### config.mk
export PLATFORM = sky130hd
export DESIGN_NAME = volt_monitor_irq
export DESIGN_NICKNAME = d
export VERILOG_FILES = /design/src/hw/volt_monitor_pkg.sv /design/src/hw/volt_monitor_irq.sv
export SDC_FILE = /design/constraint.sdc
export NUM_CORES = 1
export LEC_CHECK = 0
export BUFFER_PORTS_ARGS = -buffer_cell sky130_fd_sc_hd__buf_2
export CAP_MARGIN = 30
export CORE_ASPECT_RATIO = 0.7
export CORE_UTILIZATION = 44
export CTS_CLUSTER_DIAMETER = 50
export DETAILED_ROUTE_END_ITERATION = 12
export PLACE_DENSITY = 0.79
export SLEW_MARGIN = 30
export SYNTH_ARGS = -nofsm -noshare
export SYNTH_HDL_FRONTEND = slang
export SYNTH_SLANG_ARGS = --single-unit
### constraint.sdc
create_clock -name hclk -period 1.8 [get_ports hclk]
set_input_delay 0.09 -clock hclk [delete_from_list [all_inputs] [get_ports hclk]]
set_output_delay 0.09 -clock hclk [all_outputs]
set_load 0.01 [all_outputs]
### src/hw/volt_monitor_pkg.sv
/*
  Package for the supply-voltage monitor interrupt block: register byte
  offsets, field positions and reset values.
  Assumes a 32-bit AHB-Lite register bus, one aligned word per register.
*/
package volt_monitor_pkg;

  // Register byte offsets.
  localparam logic [7:0] ctrl_offset = 8'h00;
  localparam logic [7:0] status_offset = 8'h04;
  localparam logic [7:0] irq_enable_offset = 8'h08;
  localparam logic [7:0] irq_flags_offset = 8'h0C;
  localparam logic [7:0] test_offset = 8'h10;

  // Control register fields.
  localparam int sense_en_bit = 0;
  localparam int supply_en_bit = 2;
  localparam int low_sel_lsb = 4;
  localparam int high_sel_bit = 6;
  // Writable control bits; every other control bit reads zero.
  localparam logic [7:0] ctrl_write_mask = 8'h75;

  // Enable, flag and status register fields.
  localparam int low_bit = 0;
  localparam int high_bit = 1;

  // Reset values.
  localparam logic [7:0] ctrl_reset = 8'h00;
  localparam logic [1:0] irq_enable_reset = 2'h0;
  localparam logic [1:0] irq_flags_reset = 2'h0;
  localparam logic [7:0] test_reset = 8'h00;

endpackage

### src/hw/volt_monitor_irq.sv
/*
  Interrupt and status logic of the supply-voltage monitor, as an AHB-Lite
  slave. Holds control, condition status, interrupt enable, change flags
  and a factory test register.
  Assumes the comparator outputs arrive asynchronously from the analog part
  and are synchronised here; the analog divider itself lives outside.
*/
// Function
// High flag set and high enable set requests an interrupt.
// Low flag set and low enable set requests an interrupt.
// Any change of the high condition sets the high change flag.
// Any change of the low condition sets the low change flag.
// Flags readable anytime; write one clears, zero keeps, nothing else clears.
// Test register writes ignored outside special mode; reads always allowed.
// No interrupt request toward the host during stop mode.
// Stop mode entry or exit leaves both change flags unchanged.
// Both sense enables clear forces both condition outputs to zero.
// Software disables interrupt enables before turning sensing off.
// Enabled low and high requests OR into one interrupt output.
// Two-bit low select picks one of four low levels.
// High select bit picks one of two high levels.
// Software enables sensing on one pin before using interrupts.
// Setting the sense-pin enable clears the supply-pin enable.
// Supply-pin enable accepts one only while sense-pin enable is zero.
// Software treats measurements as invalid while sensing settles.
// After reset enables, flags and unused upper bits read zero.
`timescale 1ns/1ps
`default_nettype none

module volt_monitor_irq (
  // Clock and reset.
  input wire logic hclk,
  input wire logic hresetn,
  // AHB-Lite slave.
  input wire logic hsel,
  input wire logic [31:0] haddr,
  input wire logic [1:0] htrans,
  input wire logic hwrite,
  input wire logic [2:0] hsize,
  input wire logic [31:0] hwdata,
  input wire logic hready,
  output logic [31:0] hrdata,
  output logic hreadyout,
  output logic hresp,
  // Analog comparator results, asynchronous.
  input wire logic low_compare,
  input wire logic high_compare,
  // Chip modes.
  input wire logic special_mode,
  input wire logic stop_mode,
  // Analog control outputs.
  output logic sense_pin_level_enable,
  output logic supply_pin_level_enable,
  output logic [1:0] low_threshold_select,
  output logic high_threshold_select,
  // Interrupt to the host interrupt controller.
  output logic monitor_interrupt
);

  logic [7:0] ctrl;
  logic [1:0] monitor_irq_enable;
  logic [1:0] monitor_irq_flags;
  logic [7:0] test_reg;
  logic [1:0] cmp_meta;
  logic [1:0] cmp_sync;
  logic low_condition;
  logic high_condition;
  logic low_condition_q;
  logic high_condition_q;
  logic wr_pending;
  logic [7:0] wr_addr;
  logic [1:0] next_flags;
  logic [7:0] next_ctrl;
  logic [7:0] wdata8;
  logic low_condition_interrupt;
  logic high_condition_interrupt;
  logic sensing_on;

  assign wdata8 = hwdata[7:0];
  assign sensing_on = ctrl[volt_monitor_pkg::sense_en_bit] | ctrl[volt_monitor_pkg::supply_en_bit];

  // Two-flop synchroniser for the comparator results; only stage two is read.
  always_ff @(posedge hclk or negedge hresetn) begin
    if (!hresetn) begin
      cmp_meta <= 2'h0;
      cmp_sync <= 2'h0;
    end else begin
      cmp_meta <= {high_compare, low_compare};
      cmp_sync <= cmp_meta;
    end
  end

  // Conditions are forced low while neither pin is sensed.
  always_ff @(posedge hclk or negedge hresetn) begin
    if (!hresetn) begin
      low_condition <= 1'b0;
      high_condition <= 1'b0;
    end else begin
      low_condition <= sensing_on & cmp_sync[0];
      high_condition <= sensing_on & cmp_sync[1];
    end
  end

  // Previous condition values feed the change detectors.
  always_ff @(posedge hclk or negedge hresetn) begin
    if (!hresetn) begin
      low_condition_q <= 1'b0;
      high_condition_q <= 1'b0;
    end else begin
      low_condition_q <= low_condition;
      high_condition_q <= high_condition;
    end
  end

  // Address phase capture; the slave is always ready, so each write lands next cycle.
  always_ff @(posedge hclk or negedge hresetn) begin
    if (!hresetn) begin
      wr_pending <= 1'b0;
      wr_addr <= 8'h00;
    end else if (hready) begin
      wr_pending <= hsel & htrans[1] & hwrite;
      wr_addr <= haddr[7:0];
    end
  end

  // Control write: sense-pin enable wins over the supply-pin enable.
  always_comb begin
    next_ctrl = ctrl;
    if (wr_pending && wr_addr == volt_monitor_pkg::ctrl_offset) begin
      next_ctrl = wdata8 & volt_monitor_pkg::ctrl_write_mask;
      if (wdata8[volt_monitor_pkg::sense_en_bit]) begin
        next_ctrl[volt_monitor_pkg::supply_en_bit] = 1'b0;
      end else if (ctrl[volt_monitor_pkg::sense_en_bit]) begin
        next_ctrl[volt_monitor_pkg::supply_en_bit] = 1'b0;
      end
    end
  end

  // Control register drives the analog part directly.
  always_ff @(posedge hclk or negedge hresetn) begin
    if (!hresetn) begin
      ctrl <= volt_monitor_pkg::ctrl_reset;
    end else begin
      ctrl <= next_ctrl;
    end
  end

  // Interrupt enables, two bits, upper bits stay zero.
  always_ff @(posedge hclk or negedge hresetn) begin
    if (!hresetn) begin
      monitor_irq_enable <= volt_monitor_pkg::irq_enable_reset;
    end else if (wr_pending && wr_addr == volt_monitor_pkg::irq_enable_offset) begin
      monitor_irq_enable <= wdata8[1:0];
    end
  end

  // Change flags: a change in the clearing cycle keeps its flag set. Stop mode is
  // not looked at here, so the flags survive entry and exit untouched.
  always_comb begin
    next_flags = monitor_irq_flags;
    if (wr_pending && wr_addr == volt_monitor_pkg::irq_flags_offset) begin
      next_flags = monitor_irq_flags & ~wdata8[1:0];
    end
    if (low_condition != low_condition_q) begin
      next_flags[volt_monitor_pkg::low_bit] = 1'b1;
    end
    if (high_condition != high_condition_q) begin
      next_flags[volt_monitor_pkg::high_bit] = 1'b1;
    end
  end

  always_ff @(posedge hclk or negedge hresetn) begin
    if (!hresetn) begin
      monitor_irq_flags <= volt_monitor_pkg::irq_flags_reset;
    end else begin
      monitor_irq_flags <= next_flags;
    end
  end

  // Factory test register; writes only land in special mode.
  always_ff @(posedge hclk or negedge hresetn) begin
    if (!hresetn) begin
      test_reg <= volt_monitor_pkg::test_reset;
    end else if (wr_pending && wr_addr == volt_monitor_pkg::test_offset && special_mode) begin
      test_reg <= wdata8;
    end
  end

  assign low_condition_interrupt = monitor_irq_flags[volt_monitor_pkg::low_bit]
    & monitor_irq_enable[volt_monitor_pkg::low_bit];
  assign high_condition_interrupt = monitor_irq_flags[volt_monitor_pkg::high_bit]
    & monitor_irq_enable[volt_monitor_pkg::high_bit];

  // Interrupt output, registered and held off in stop mode.
  always_ff @(posedge hclk or negedge hresetn) begin
    if (!hresetn) begin
      monitor_interrupt <= 1'b0;
    end else begin
      monitor_interrupt <= (low_condition_interrupt | high_condition_interrupt) & ~stop_mode;
    end
  end

  // Read data is registered in the address phase so it stands in the data phase.
  // Reading next_ctrl and next_flags forwards a write still in its data phase to a read right behind it.
  always_ff @(posedge hclk or negedge hresetn) begin
    if (!hresetn) begin
      hrdata <= 32'h00000000;
    end else if (hready && hsel && htrans[1] && !hwrite) begin
      unique case (haddr[7:0])
        volt_monitor_pkg::ctrl_offset: hrdata <= {24'h000000, next_ctrl};
        volt_monitor_pkg::status_offset: hrdata <= {30'h00000000, high_condition, low_condition};
        volt_monitor_pkg::irq_enable_offset: hrdata <= {30'h00000000, monitor_irq_enable};
        volt_monitor_pkg::irq_flags_offset: hrdata <= {30'h00000000, next_flags};
        volt_monitor_pkg::test_offset: hrdata <= {24'h000000, test_reg};
        default: hrdata <= 32'h00000000;
      endcase
    end
  end

  // Zero-wait slave with OKAY only; flops keep the outputs registered.
  always_ff @(posedge hclk or negedge hresetn) begin
    if (!hresetn) begin
      hreadyout <= 1'b1;
      hresp <= 1'b0;
    end else begin
      hreadyout <= 1'b1;
      hresp <= 1'b0;
    end
  end

  assign sense_pin_level_enable = ctrl[volt_monitor_pkg::sense_en_bit];
  assign supply_pin_level_enable = ctrl[volt_monitor_pkg::supply_en_bit];
  assign low_threshold_select = ctrl[volt_monitor_pkg::low_sel_lsb +: 2];
  assign high_threshold_select = ctrl[volt_monitor_pkg::high_sel_bit];

  // A condition change sets its flag one cycle later, even against a clearing write.
  chk_low_change_flag: assert property (@(posedge hclk) disable iff (!hresetn)
    $changed(low_condition) |=> monitor_irq_flags[0]) else $error("low change did not set flag");
  chk_high_change_flag: assert property (@(posedge hclk) disable iff (!hresetn)
    $changed(high_condition) |=> monitor_irq_flags[1]) else $error("high change did not set flag");
  chk_flag_clear_only: assert property (@(posedge hclk) disable iff (!hresetn)
    $fell(monitor_irq_flags[0]) |-> $past(wr_pending)
      && $past(wr_addr) == volt_monitor_pkg::irq_flags_offset && $past(hwdata[0]))
    else $error("low flag cleared without write one");

  // The high flag, like the low one, is only cleared by writing a one to it.
  chk_high_clear_only: assert property (@(posedge hclk) disable iff (!hresetn)
    $fell(monitor_irq_flags[volt_monitor_pkg::high_bit]) |-> $past(wr_pending)
      && $past(wr_addr) == volt_monitor_pkg::irq_flags_offset && $past(hwdata[volt_monitor_pkg::high_bit]))
    else $error("high flag cleared without write one");

  // Flags move only by a detected change or a flag write, so stop mode cannot touch them.
  chk_flags_change_cause: assert property (@(posedge hclk) disable iff (!hresetn)
    $changed(monitor_irq_flags) |-> $past(wr_pending && wr_addr == volt_monitor_pkg::irq_flags_offset)
      || $past(low_condition != low_condition_q) || $past(high_condition != high_condition_q))
    else $error("flags changed without cause");

  // Interrupt gating against the enables and stop mode.
  chk_irq_or_join: assert property (@(posedge hclk) disable iff (!hresetn)
    monitor_interrupt == $past((monitor_irq_flags & monitor_irq_enable) != 2'h0 && !stop_mode))
    else $error("interrupt not the enabled flag OR");
  chk_stop_no_irq: assert property (@(posedge hclk) disable iff (!hresetn)
    stop_mode ##1 stop_mode |-> !monitor_interrupt) else $error("interrupt in stop mode");
  chk_high_enable_off: assert property (@(posedge hclk) disable iff (!hresetn)
    !monitor_irq_enable[1] && !monitor_irq_flags[0] |=> !monitor_interrupt) else $error("masked high request");
  chk_low_enable_off: assert property (@(posedge hclk) disable iff (!hresetn)
    !monitor_irq_enable[0] && !monitor_irq_flags[1] |=> !monitor_interrupt) else $error("masked low request");

  // Sensing, pin choice, test lock and read-back.
  chk_sense_off_zero: assert property (@(posedge hclk) disable iff (!hresetn)
    !sensing_on ##1 !sensing_on |-> !low_condition && !high_condition) else $error("condition while sensing off");
  chk_one_pin_only: assert property (@(posedge hclk) disable iff (!hresetn)
    !(sense_pin_level_enable && supply_pin_level_enable)) else $error("both pins sensed");
  chk_test_locked: assert property (@(posedge hclk) disable iff (!hresetn)
    !special_mode |=> $stable(test_reg)) else $error("test register written outside special mode");
  chk_flags_upper_zero: assert property (@(posedge hclk) disable iff (!hresetn)
    hready && hsel && htrans[1] && !hwrite |=> hrdata[31:8] == 24'h000000) else $error("upper bits not zero");

  // A control write with the sense-pin enable set always leaves the supply pin off.
  chk_sense_wins: assert property (@(posedge hclk) disable iff (!hresetn)
    wr_pending && wr_addr == volt_monitor_pkg::ctrl_offset && wdata8[volt_monitor_pkg::sense_en_bit]
      |=> sense_pin_level_enable && !supply_pin_level_enable) else $error("sense enable did not win");

  // While the sense pin is on, a control write cannot switch the supply pin on.
  chk_supply_refused: assert property (@(posedge hclk) disable iff (!hresetn)
    wr_pending && wr_addr == volt_monitor_pkg::ctrl_offset && sense_pin_level_enable
      |=> !supply_pin_level_enable) else $error("supply enable accepted while sense on");

  // Threshold selects follow the last control write field for field.
  chk_low_select: assert property (@(posedge hclk) disable iff (!hresetn)
    wr_pending && wr_addr == volt_monitor_pkg::ctrl_offset
      |=> low_threshold_select == $past(wdata8[volt_monitor_pkg::low_sel_lsb +: 2]))
    else $error("low select wrong");
  chk_high_select: assert property (@(posedge hclk) disable iff (!hresetn)
    wr_pending && wr_addr == volt_monitor_pkg::ctrl_offset
      |=> high_threshold_select == $past(wdata8[volt_monitor_pkg::high_sel_bit]))
    else $error("high select wrong");

  // Main scenarios: each source raising the interrupt, a clear, stop mode and a refused pin write.
  cov_low_irq: cover property (@(posedge hclk) disable iff (!hresetn) $rose(monitor_interrupt) && monitor_irq_flags[0]);
  cov_high_irq: cover property (@(posedge hclk) disable iff (!hresetn) $rose(monitor_interrupt) && monitor_irq_flags[1]);
  cov_flag_clear: cover property (@(posedge hclk) disable iff (!hresetn) $fell(monitor_irq_flags[1]));
  cov_stop_held: cover property (@(posedge hclk) disable iff (!hresetn) stop_mode && (monitor_irq_flags & monitor_irq_enable) != 2'h0);
  cov_supply_refused: cover property (@(posedge hclk) disable iff (!hresetn) wr_pending
    && wr_addr == volt_monitor_pkg::ctrl_offset && sense_pin_level_enable && wdata8[volt_monitor_pkg::supply_en_bit]);

endmodule // volt_monitor_irq

`default_nettype wire

## Word level (Yosys, flattened, before mapping)

Index checks and enable logic that the tools add are counted.

| cells by class | value |
|---|---|
| add/sub/neg operators | 0 |
| $mul | 0 |
| divide/modulo/power cells | 0 |
| $lt $le $gt $ge | 0 |
| equal/unequal tests | 9 |
| shifts and indexed selects | 0 |
| mux-type cells | 7 |
| bitwise logic cells | 12 |
| reduce and logical (&&, ||, !) cells | 11 |

Operator list:

| kind | number |
|---|---|
| $pmux 8 s5 | 1 |
| $eq 8x4->1 const B | 4 |
| $eq 8x5->1 const B | 2 |
| $logic_not 8->1 | 2 |
| $eq 8x3->1 const B | 1 |
| $logic_and 1x1->1 | 8 |
| $mux 8 | 1 |
| $and 1x1->1 | 7 |
| $mux 1 | 4 |
| $and 2x2->2 | 1 |
| $mux 2 | 1 |
| $ne 1x1->1 | 2 |
| $not 2->2 | 1 |
| $or 1x1->1 | 2 |
| $logic_not 1->1 | 1 |
| $not 1->1 | 1 |

| word-level totals | value |
|---|---|
| register bits after elaboration | 70 |
| latch bits | 0 |
| bits in writable memories | 0 |
| bits in read-only memories | 0 |
| input port bits | 78 |
| output and inout port bits | 40 |
| word-level logic and storage cells | 53 |
| memories | 0 |

## Logic depth before layout (Yosys ltp)

| logic depth | value |
|---|---|
| depth in word-level cells | 5 |
| depth in mapped cells | 5 |
| mapped depth without buffers | 4 |

## Worst setup path after synthesis

Ideal clock, no wire load.

| timing | value |
|---|---|
| kind | input to register |
| from | input haddr[7] |
| to | register hrdata[1] |
| library setup time | 0.101 ns |
| arrival time | 1.583 ns |
| data required time | 1.699 ns |
| path slack | 0.116 ns |
| stages on the path | 4 |
| path buffers | 0 |
| path through | or4_4 or3_1 or4_4 o311ai_2 |

| on the way | value |
|---|---|
| word-level cells in the longest chain between the ends | 2 |
| elaborated cells between the ends (all ways) | 6 |
| classes of those cells | eq/ne: 4; mux: 1; reduce/logical: 1 |

Ends and longest elaborated chain:

| element | line | RTL |
|---|---|---|
| from (decl) | volt_monitor_irq.sv:36 | `input wire logic [31:0] haddr,` |
| $eq 8x5->1 (tied with other cells) | volt_monitor_irq.sv:209 | `unique case (haddr[7:0])` |
| $pmux 8 s5 * | volt_monitor_irq.sv:209 |  |
| to (signal assigned) | volt_monitor_irq.sv:210 | `volt_monitor_pkg::ctrl_offset: hrdata <= {24'h000000, next_ctrl};` |
| to (signal assigned) | volt_monitor_irq.sv:211 | `volt_monitor_pkg::status_offset: hrdata <= {30'h00000000, high_condition, low_condition};` |
| to (signal assigned) | volt_monitor_irq.sv:212 | `volt_monitor_pkg::irq_enable_offset: hrdata <= {30'h00000000, monitor_irq_enable};` |
| to (decl) | volt_monitor_irq.sv:42 | `output logic [31:0] hrdata,` |

Mark *: on every way between the ends. The rest lies on a longest branch, timed or not.
A chain may end at the register's enable or synchronous reset.

## Worst setup path in the final report

| timing | value |
|---|---|
| from | register wr_addr[4] |
| to | register hrdata[0] |

| on the way | value |
|---|---|
| word-level cells in the longest chain between the ends | 5 |
| elaborated cells between the ends (all ways) | 8 |
| classes of those cells | eq/ne: 1; mux: 4; reduce/logical: 3 |

Ends and longest elaborated chain:

| element | line | RTL |
|---|---|---|
| from (decl) | volt_monitor_irq.sv:71 | `logic [7:0] wr_addr;` |
| from (signal assigned) | volt_monitor_irq.sv:122 | `wr_addr <= haddr[7:0];` |
| $eq 8x4->1 | volt_monitor_irq.sv:161 | `if (wr_pending && wr_addr == volt_monitor_pkg::irq_flags_offset) begin` |
| $logic_and 1x1->1 | volt_monitor_irq.sv:161 |  |
| $mux 2 | volt_monitor_irq.sv:161 |  |
| $mux 1 | volt_monitor_irq.sv:164 | `if (low_condition != low_condition_q) begin` |
| $pmux 8 s5 * | volt_monitor_irq.sv:209 |  |

Marked as above.

==> impl_metrics.toml <==
[run_status]
status = "complete, no violations"

[timing]
period_minus_slack_ps = 1650
setup_viol = 0
hold_violations = 0
fin_crit_sh = 0.917
max_freq_mhz = 606
timing.final.ws_setup_ps = 150
rsz0062_at_grt = "false"
final.setup_skew_ps = 9.49
drv_slew = 0

[synthesis]
yosysSeqAreaShare = 0.538
syn_area_per_cell_sq_um = 12.2
synth_enable_flop_cells = 0
yosysUniqueCellTypes = 35
ys.flop_type = "dfrtp_1"
synthArstFlopShare = 1.00
synth_cells = 175
syn_area_sq_um = 2140
synth-warning-count = 0
ys_ff_latch = 46

[cells_and_area]
diodes = 0
nFillCells = 386
mostFrequentLayoutCells = "dfrtp_1 (46), buf_2 (39), conb_1 (26)"
final_net_count = 305
area_growth_pct = 16.7
postLayoutCoreUtil = 0.554
stdcell_count = 282
drive_above_1_share = 0.361
final_common_cell = "dfrtp_1"

[route]
vias = 1395
wirelength_microns = 3940
viasPerCell = 4.95
drc_errors = 0
drt_iter0_markers = 93
antenna_left = 0
firstDrtPassIters = 4
routedWlPerCell_microns = 14.0

[grt]
grt_antenna_before_repair = 0
grt_usage = 0.169
grt_pass1_vias = 1378
grt_max_degree = 41
grt_first_pass_wirelength_microns = 6470
overflow = 0

[clock_tree]
h-tree-depth = 2
clock-root-buffer = "clkbuf_8"
clkTransAtPathRegs_ps = 90
clock-sinks = 46
clockBufferDepth = 2
cts_tree = "done"
cts_inserted_buffers = 5
post-cts-setup-buffer-count = 0
clock_latency_ps = 310

[floorplan]
die-area_sq_um = 5150
die_h_microns = 60.3
ios = 118
start_util = 0.475
die_w_microns = 85.3
coreArea_sq_um = 4500
fp-row-count = 20

[pwr]
clkPwrFrac = 0.382
cellPowerDensity_nw_per_um2 = 826
combPwrFrac = 0.084
vdd_drop_max_v = 0.000375
p_switching_mw = 0.471
swShare = 0.229
p_seq_frac = 0.534
leakagePower_nw = 1.28
p_int_mw = 1.59

[worst_setup_path]
critPathRequiredTime_ps = 1980
worstPathArrival_ps = 1830
path_class = "reg -> reg"
crit_path_max_fanout = 8
end_kind = "flip-flop"
critPathLaunchType = "flip-flop"

[placed_design]
hpwl_microns = 2910
dp.cells = 271
port_buffers = 39
pre_cts_slack_ps = -55.1
place.gp.congestion = 0.780

[hold_path]
hold_path_class = "in -> reg"

[job]
cap_violations = 0
-- power groups by stage --
stage          clock network, mW  registers [mW]  logic [mW]
2_1_floorplan                  0            1.12       0.129
3_3_place_gp                   0            1.12       0.164
3_5_place_dp                   0            1.12       0.167
4_1_cts                    0.804            1.10       0.174
5_1_grt                    0.844            1.11       0.195
6_report                   0.788            1.10       0.173
-- cell usage after synthesis, types with 2 or more instances --
library cell | instances | area [sq um]
a41oi_1 | 2 | 17.5
nor2_1 | 5 | 18.8
dfrtp_1 | 46 | 1150
clkbuf_1 | 2 | 7.51
a22oi_1 | 7 | 52.6
o21a_1 | 2 | 15.0
nor4b_1 | 2 | 17.5
or4_4 | 2 | 22.5
o21ai_0 | 8 | 40.0
nor4_1 | 4 | 25.0
nor3b_1 | 3 | 22.5
a221o_1 | 3 | 30.0
mux2i_1 | 5 | 50.1
inv_1 | 9 | 33.8
or2_2 | 2 | 12.5
nor4bb_1 | 3 | 30.0
xor2_1 | 2 | 17.5
mux2_2 | 18 | 203
conb_1 | 2 | 7.51
buf_4 | 28 | 210
nor2b_1 | 2 | 12.5
and2_1 | 4 | 25.0
nand2_1 | 2 | 7.51
-- area by class of cell --
cell class,instances,area (sq um),share of cell area
Clock buffer,6,82.6,0.0331
Timing Repair Buffer,53,323,0.129
Sequential cell,46,1150,0.461
Clock inverter,1,30.0,0.0120
Inverter,9,33.8,0.0135
Tap cell,55,68.8,0.0276
Multi-Input combinational cell,112,808,0.324
-- worst paths after layout --
| path | from | to | slack, ps | cells after the start |
|---|---|---|---|---|
| max | wr_addr[4] | hrdata[0] | 150 | 5 |
| min | hwdata[3] | test_reg[3] | 20 | 2 |
| max reg2reg | wr_addr[4] | hrdata[0] | 150 | 5 |
| min reg2reg | cmp_meta[1] | cmp_sync[1] | 350 | 0 |
| max in group asynchronous | hresetn | monitor_interrupt | 950 | 3 |
| min in group asynchronous | hresetn | cmp_meta[1] | 130 | 2 |
-- cells by family after synthesis --
family          after synthesis  share of synthesized area
xor+xnor                      2                    0.00819
compound gates               25                     0.0889
mux                          23                      0.118
simple gates                 36                      0.114
flops                        46                      0.538
buf+inv                      41                      0.129
other cells                   2                    0.00351
-- stage by stage --
stage	total power [mW]	hold WS, ps	setup TNS [ps]	area, sq um
finish	2.06	15.2	0	2500
detailed placement	1.29	-75.0	-55.1	2340
global route	2.15	14.4	0	2500
CTS	2.08	12.1	0	2490
global placement	1.28	-76.4	-45.3	2340
floorplan	1.24	-206	0	2230
-- routing by layer --
layer  share of wire  track usage  routed length, microns
met2            0.44        0.258                    1730
met5               0            0                       0
met3           0.050       0.0476                     196
met4           0.017       0.0714                      67
met1            0.49        0.232                    1940
-- critical path, cell delays in order, from the launching register on --
cell	delay (ps)
dfrtp_1	410
nor4_2	340
and3_2	280
buf_12	140
mux2i_1	240
o211ai_1	120
-- timing repair --
action,CTS,global route
hold buffers,4,0
hold endpoints to repair,49,0
resized for setup,0,1
setup endpoints to repair,0,2
Note: power is estimated with default switching activity, not from simulation.
